$ cat src/gpom_consts.vh
// Constants for the general pin seven output source multiplexer
`ifndef GPOM_CONSTS_VH
`define GPOM_CONSTS_VH

// Register map
`define GPOM_ADDR_W 8
`define GPOM_CTL_ADDR 8'h17
`define GPOM_CTL_RESET 8'h00
`define GPOM_STAT_ADDR 8'h80

// Control register field positions
`define GPOM_SEL_HI 7
`define GPOM_SEL_LO 5
`define GPOM_SRC_HI 4
`define GPOM_SRC_LO 2
`define GPOM_VAL_BIT 1
`define GPOM_EN_BIT 0

// Source codes
`define GPOM_SRC_DEV 3'h4
`define GPOM_SRC_TX 3'h6

// Selection codes
`define GPOM_SEL_0 3'h0
`define GPOM_SEL_1 3'h1
`define GPOM_SEL_2 3'h2
`define GPOM_SEL_3 3'h3
`define GPOM_SEL_4 3'h4
`define GPOM_SEL_5 3'h5
`define GPOM_SEL_6 3'h6
`define GPOM_SEL_7 3'h7

`endif

$ cat src/gpom_sync2.v
// Two-flop synchroniser for a bundle of asynchronous levels
`timescale 1ns/100ps
module gpom_sync2 #(
   parameter WIDTH = 8
) (
   // Clock and reset
   input wire core_clk_in,
   input wire rst_n_in,
   // Levels
   input wire [WIDTH-1:0] async_in,
   output wire [WIDTH-1:0] sync_out
);
   reg [WIDTH-1:0] meta_r;
   reg [WIDTH-1:0] stable_r;

   // First stage is read only by the second stage
   always @(posedge core_clk_in) begin
      if (!rst_n_in) begin
         meta_r <= {WIDTH{1'b0}};
         stable_r <= {WIDTH{1'b0}};
      end else begin
         meta_r <= async_in;
         stable_r <= meta_r;
      end
   end

   assign sync_out = stable_r;
endmodule // gpom_sync2

$ cat src/gpom_pin7_mux.v
// Output source multiplexer and drive control for general pin seven
`timescale 1ns/100ps
`include "gpom_consts.vh"

module gpom_pin7_mux #(
   parameter NPORTS = 4
) (
   // Clock and reset
   input wire core_clk_in,
   input wire rst_n_in,
   // Register port
   input wire [`GPOM_ADDR_W-1:0] reg_addr_in,
   input wire [7:0] reg_wdata_in,
   input wire reg_wr_in,
   input wire reg_rd_in,
   output reg [7:0] reg_rdata_out,
   // Receive port status, four forwarded signals per port
   input wire [4*NPORTS-1:0] rx_remote_in,
   input wire [NPORTS-1:0] rx_lock_in,
   input wire [NPORTS-1:0] rx_pass_in,
   input wire [NPORTS-1:0] rx_fv_in,
   input wire [NPORTS-1:0] rx_lv_in,
   input wire [NPORTS-1:0] rx_port_en_in,
   input wire [NPORTS-1:0] tx_port_sel_in,
   // Device and transmit status
   input wire camera_trigger_signal_in,
   input wire tx_fv_in,
   input wire tx_lv_in,
   input wire tx_synced_in,
   input wire tx_irq_in,
   // General pin seven drive
   output reg general_pin_seven_out,
   output reg general_pin_seven_oe_out
);
   localparam SW = 8 * NPORTS + 5;

   reg [7:0] pin7_output_control_r;
   reg level_nxt;
   wire [SW-1:0] raw_w;
   wire [SW-1:0] syn_w;
   wire [2:0] pin7_signal_select;
   wire [2:0] pin7_source_select;
   wire pin7_local_value;
   wire pin7_drive_enable;
   wire [4*NPORTS-1:0] s_remote;
   wire [NPORTS-1:0] s_lock;
   wire [NPORTS-1:0] s_pass;
   wire [NPORTS-1:0] s_fv;
   wire [NPORTS-1:0] s_lv;
   wire s_trig;
   wire s_tfv;
   wire s_tlv;
   wire s_sync;
   wire s_irq;
   wire [1:0] port_idx;
   wire any_lock_en;
   wire all_pass_en;
   wire all_pass_sel;
   wire any_pass_sel;

   // Status arrives from other logic and pins; resynchronise all but the port enables and transmit selection
   assign raw_w = {rx_remote_in, rx_lock_in, rx_pass_in, rx_fv_in, rx_lv_in,
                   camera_trigger_signal_in, tx_fv_in, tx_lv_in, tx_synced_in, tx_irq_in};

   gpom_sync2 #(
      .WIDTH(SW)
   ) u_sync (
      .core_clk_in(core_clk_in),
      .rst_n_in(rst_n_in),
      .async_in(raw_w),
      .sync_out(syn_w)
   );

   assign {s_remote, s_lock, s_pass, s_fv, s_lv, s_trig, s_tfv, s_tlv, s_sync, s_irq} = syn_w;

   // Control register fields
   assign pin7_signal_select = pin7_output_control_r[`GPOM_SEL_HI:`GPOM_SEL_LO];
   assign pin7_source_select = pin7_output_control_r[`GPOM_SRC_HI:`GPOM_SRC_LO];
   assign pin7_local_value = pin7_output_control_r[`GPOM_VAL_BIT];
   assign pin7_drive_enable = pin7_output_control_r[`GPOM_EN_BIT];
   assign port_idx = pin7_source_select[1:0];

   // Aggregates; port enables and transmit selection are same-domain configuration
   assign any_lock_en = |(s_lock & rx_port_en_in);
   assign all_pass_en = &(s_pass | ~rx_port_en_in);
   assign all_pass_sel = &(s_pass | ~tx_port_sel_in);
   assign any_pass_sel = |(s_pass & tx_port_sel_in);

   // Register write and read-back, data one cycle after the strobe
   always @(posedge core_clk_in) begin
      if (!rst_n_in) begin
         pin7_output_control_r <= `GPOM_CTL_RESET;
         reg_rdata_out <= 8'h00;
      end else begin
         if (reg_wr_in && reg_addr_in == `GPOM_CTL_ADDR) begin
            pin7_output_control_r <= reg_wdata_in;
         end
         if (reg_rd_in) begin
            if (reg_addr_in == `GPOM_CTL_ADDR) begin
               reg_rdata_out <= pin7_output_control_r;
            end else if (reg_addr_in == `GPOM_STAT_ADDR) begin
               reg_rdata_out <= {6'h00, general_pin_seven_oe_out, general_pin_seven_out};
            end else begin
               reg_rdata_out <= 8'h00;
            end
         end else begin
            reg_rdata_out <= 8'h00;
         end
      end
   end

   // Source and selection decode
   always @* begin
      level_nxt = 1'b0;
      if (!pin7_source_select[2]) begin
         case (pin7_signal_select)
            `GPOM_SEL_0, `GPOM_SEL_1, `GPOM_SEL_2, `GPOM_SEL_3: begin
               level_nxt = s_remote[{port_idx, pin7_signal_select[1:0]}];
            end
            `GPOM_SEL_4: begin
               level_nxt = s_lock[port_idx];
            end
            `GPOM_SEL_5: begin
               level_nxt = s_pass[port_idx];
            end
            `GPOM_SEL_6: begin
               level_nxt = s_fv[port_idx];
            end
            default: begin
               level_nxt = s_lv[port_idx];
            end
         endcase
      end else if (pin7_source_select == `GPOM_SRC_DEV) begin
         case (pin7_signal_select)
            `GPOM_SEL_0: begin
               level_nxt = pin7_local_value;
            end
            `GPOM_SEL_1: begin
               level_nxt = any_lock_en;
            end
            `GPOM_SEL_2, `GPOM_SEL_3: begin
               level_nxt = all_pass_en;
            end
            `GPOM_SEL_4: begin
               level_nxt = s_trig;
            end
            default: begin
               level_nxt = 1'b0;
            end
         endcase
      end else if (pin7_source_select == `GPOM_SRC_TX) begin
         case (pin7_signal_select)
            `GPOM_SEL_0: begin
               level_nxt = all_pass_sel;
            end
            `GPOM_SEL_1: begin
               level_nxt = any_pass_sel;
            end
            `GPOM_SEL_2: begin
               level_nxt = s_tfv;
            end
            `GPOM_SEL_3: begin
               level_nxt = s_tlv;
            end
            `GPOM_SEL_4: begin
               level_nxt = s_sync;
            end
            `GPOM_SEL_5: begin
               level_nxt = s_irq;
            end
            default: begin
               level_nxt = 1'b0;
            end
         endcase
      end else begin
         level_nxt = 1'b0;
      end
   end

   // Registered pin drive; level forced low while disabled
   always @(posedge core_clk_in) begin
      if (!rst_n_in) begin
         general_pin_seven_out <= 1'b0;
         general_pin_seven_oe_out <= 1'b0;
      end else begin
         general_pin_seven_oe_out <= pin7_drive_enable;
         general_pin_seven_out <= pin7_drive_enable & level_nxt;
      end
   end
endmodule // gpom_pin7_mux

$ cat config.mk
export PLATFORM = sky130hd
export DESIGN_NAME = gpom_pin7_mux
export DESIGN_NICKNAME = d
export VERILOG_FILES = /design/src/gpom_sync2.v /design/src/gpom_pin7_mux.v
export VERILOG_INCLUDE_DIRS = /design/src
export SDC_FILE = /design/constraint.sdc
export NUM_CORES = 1
export LEC_CHECK = 0
export ABC_AREA = 0
export BUFFER_PORTS_ARGS = -buffer_cell sky130_fd_sc_hd__buf_2
export CAP_MARGIN = 20
export CORE_MARGIN = 2
export CORE_UTILIZATION = 35
export CTS_CLUSTER_DIAMETER = 200
export CTS_CLUSTER_SIZE = 25
export DETAILED_ROUTE_END_ITERATION = 6
export GPL_ROUTABILITY_DRIVEN = 0
export RECOVER_POWER = 25
export SYNTH_ARGS = -nofsm -noshare
export SYNTH_HDL_FRONTEND = slang
export SYNTH_SLANG_ARGS = --single-unit
$ cat constraint.sdc
create_clock -name core_clk_in -period 2.8 [get_ports core_clk_in]
set_clock_uncertainty 0.05 [all_clocks]
set_input_delay 0.42 -clock core_clk_in [delete_from_list [all_inputs] [get_ports core_clk_in]]
set_output_delay 0.42 -clock core_clk_in [all_outputs]
set_load 0.05 [all_outputs]
==> impl_metrics.toml <==
[status]
status = "complete, no violations"

[place]
port_buffers = 74
dp_hpwl_um = 3860

[setup_path]
critPathLaunchType = "flip-flop"
crit_buf_inv = 0
crit_type = "flip-flop to flip-flop"
cp.required_ns = 3.00
cp_cell_sequence = "mux4_2 -> nand3_1 -> o21ai_0 -> and4b_1 -> o22ai_1"
cp_max_fo = 14
cp-end-kind = "flip-flop"
critPathTopFamily = "flip-flops"
critPathMaxStageDelay_ns = 0.69
slowest_stage = "dfxtp_1"
worstPathArrival_ns = 2.11

[clock_network]
cts_buffers = 9
clk_pin_slew_ns = 0.09
clock_sinks = 92
worst_skew_pair.late_latency_ns = 0.35
tritoncts = "done"
post_cts_resized = 0
cts-root-buf = "clkbuf_8"
clock_path_buffers = 2
h-tree-depth = 3
cts_hold_buf = 0
cts_setup_buffers = 0

[cells_and_area]
fill_cells = 851
final_nets = 405
ff_latch_area_sq_um = 1840
drive_gt1_frac = 0.287
multi_input_area_sq_um = 1170
area_growth_pct = 19.3
num_antenna_cells = 0

[synthesis]
synthArstFlopShare = 0
synth.avg_cell_area_sq_um = 11.6
synth_top_area_share = 0.588
synth_cells = 271
ys_warn_count = 0
synthDistinctLibCells = 37
synth_area_leaders = "dfxtp_1, and2_1, mux2i_1"
synth_edf_count = 0
syn_nets = 336
synthFlopType = "dfxtp_1"
synth_area_leader_cell = "dfxtp_1"
synth.most_common_cell = "dfxtp_1"
yosys-top-cells-count = "dfxtp_1, and2_1, mux2i_1, nor2b_1, clkbuf_1"
synth_seq_area_share = 0.588
synth_area_sq_um = 3130
synth_seq_cells = 92

[global_routing]
grt_pass1_vias = 1918
grt_antenna_before_repair = 0
grt_pass1_wl_um = 8670
track_usage = 0.115
grt_start_max_net_pins = 44
grt_overflow = 0

[detailed_routing]
drt-initial-drc-count = 70
wl_per_cell_um = 11.6
drcViolationCount = 0
via_per_inst = 4.50
ant_nets = 0
drt_wl_total_um = 5260
vias = 2038
first_pass_iters = 4

[pwr]
pwr_density_cell_nw_per_um2 = 618
p_total_uw = 2310
ir_drop_v = 0.000236
p_leak_uw = 0.00153

[timing]
rsz0062_at_grt = "no"
setup_tns_ns = 0
min_period_over_period = 0.682
min_period_ns = 1.91
worst_slew_pin_slew_ns = 1.27
hold_viol = 0
setup_viol_count_final = 0
relSlewSlack = 0.151
final_max_slew_viol_count = 0
max_freq_mhz = 524

[die]
fp.dieH_um = 98.6
core_area_sq_um = 8720
io_pins = 75
fp.dieW_um = 98.6
initial_utilization = 0.359
std_cell_rows = 34
die_area_sq_um = 9720

[worst_hold_path]
hold_path.class = "primary input to flip-flop"

[job]
cap_violations = 0
[report_power, final]
part	switching, uW	total (uW)	internal, uW
Combinational	43.3	112	68.5
Sequential	12.0	1370	1360
Clock	484	829	345
Total	539	2310	1770
[cell usage in the layout, fill, tap and decap left out]
cell type | Yosys | routed
buf_4 | 3 | 2
nand3b_1 | 1 | 1
o22ai_1 | 1 | 1
nand4_1 | 1 | 1
a21oi_1 | 4 | 4
clkbuf_8 | 0 | 9
a2111oi_0 | 2 | 2
nor2_1 | 2 | 2
o21ai_0 | 1 | 1
or3b_1 | 1 | 1
a311oi_1 | 1 | 1
o2111ai_1 | 1 | 1
or4_1 | 1 | 1
nor3_1 | 4 | 4
and4b_1 | 1 | 1
clkbuf_1 | 8 | 1
nand3_1 | 5 | 5
a22o_1 | 2 | 2
and3_2 | 1 | 1
buf_2 | 2 | 73
mux4_2 | 5 | 5
or3_4 | 1 | 1
a22oi_1 | 4 | 4
inv_8 | 0 | 3
nor2b_1 | 11 | 11
nand2_1 | 1 | 1
nand2b_1 | 1 | 1
o211ai_1 | 3 | 3
mux2i_1 | 13 | 13
nor3b_1 | 2 | 2
clkinv_4 | 0 | 1
mux4_1 | 2 | 2
a32oi_1 | 1 | 1
clkinvlp_4 | 0 | 2
inv_6 | 0 | 1
a31o_2 | 1 | 1
inv_1 | 5 | 5
dfxtp_1 | 92 | 92
and2_0 | 0 | 4
and2_1 | 82 | 78
[kinds of logic after synthesis]
logic type      count (synthesis)  share of synthesized area
mux                            20                     0.0942
compound gates                 21                     0.0491
simple gates                  115                      0.229
buf+inv                        23                     0.0395
flops                          92                      0.588
[per-stage QoR]
step	utilization	setup WS, ns	cell area, sq um	hold slack, ns	cells
2_1_floorplan	-	1.15	3130	0.362	271
3_3_place_gp	0.407	0.806	3550	0.371	437
3_5_place_dp	0.407	0.725	3550	0.369	437
4_1_cts	0.429	0.853	3740	0.191	453
5_1_grt	0.429	0.681	3740	0.191	453
6_report	0.429	0.891	3740	0.211	453
[sequential cells by signal, indices dropped and copies added (netlist names)]
name                      count
reg_rdata_out                 8
u_sync.sync_out              37
pin7_output_control_r         8
u_sync.meta_r                37
general_pin_seven_oe_out      1
general_pin_seven_out         1
[worst register-to-register path: cells and delay by family (launching register included)]
kind / cells / cell delay [ns]
flops: 1 / 0.69
mux: 1 / 0.57
simple gates: 2 / 0.35
compound gates: 2 / 0.14
[final cells by class]
type,instances,area share
Tap cell,108,0.0362
Timing Repair Buffer,76,0.103
Clock inverter,7,0.0177
Inverter,5,0.00502
Sequential cell,92,0.493
Multi-Input combinational cell,156,0.312
Clock buffer,9,0.0331
[layer usage]
| layer | vias up | global-route usage | share of wire |
|---|---|---|---|
| met2 | 68 | 0.191 | 0.46 |
| met1 | 921 | 0.128 | 0.43 |
| met4 | 0 | 0.0685 | 0.033 |
| li1 | 1035 | - | - |
| met5 | - | 0 | 0 |
| met3 | 14 | 0.0369 | 0.071 |
[final timing paths]
check / start / end / slack (ns) / cells past startpoint
worst max-delay path: pin7_output_control_r[5] / general_pin_seven_out / 0.89 / 5
worst min-delay path: rx_pass_in[3] / u_sync.meta_r[16] / 0.21 / 2
worst max register to register: pin7_output_control_r[5] / general_pin_seven_out / 0.89 / 5
worst min register to register: u_sync.meta_r[0] / u_sync.sync_out[0] / 0.39 / 1
Note: power is estimated with default switching activity, not from simulation.
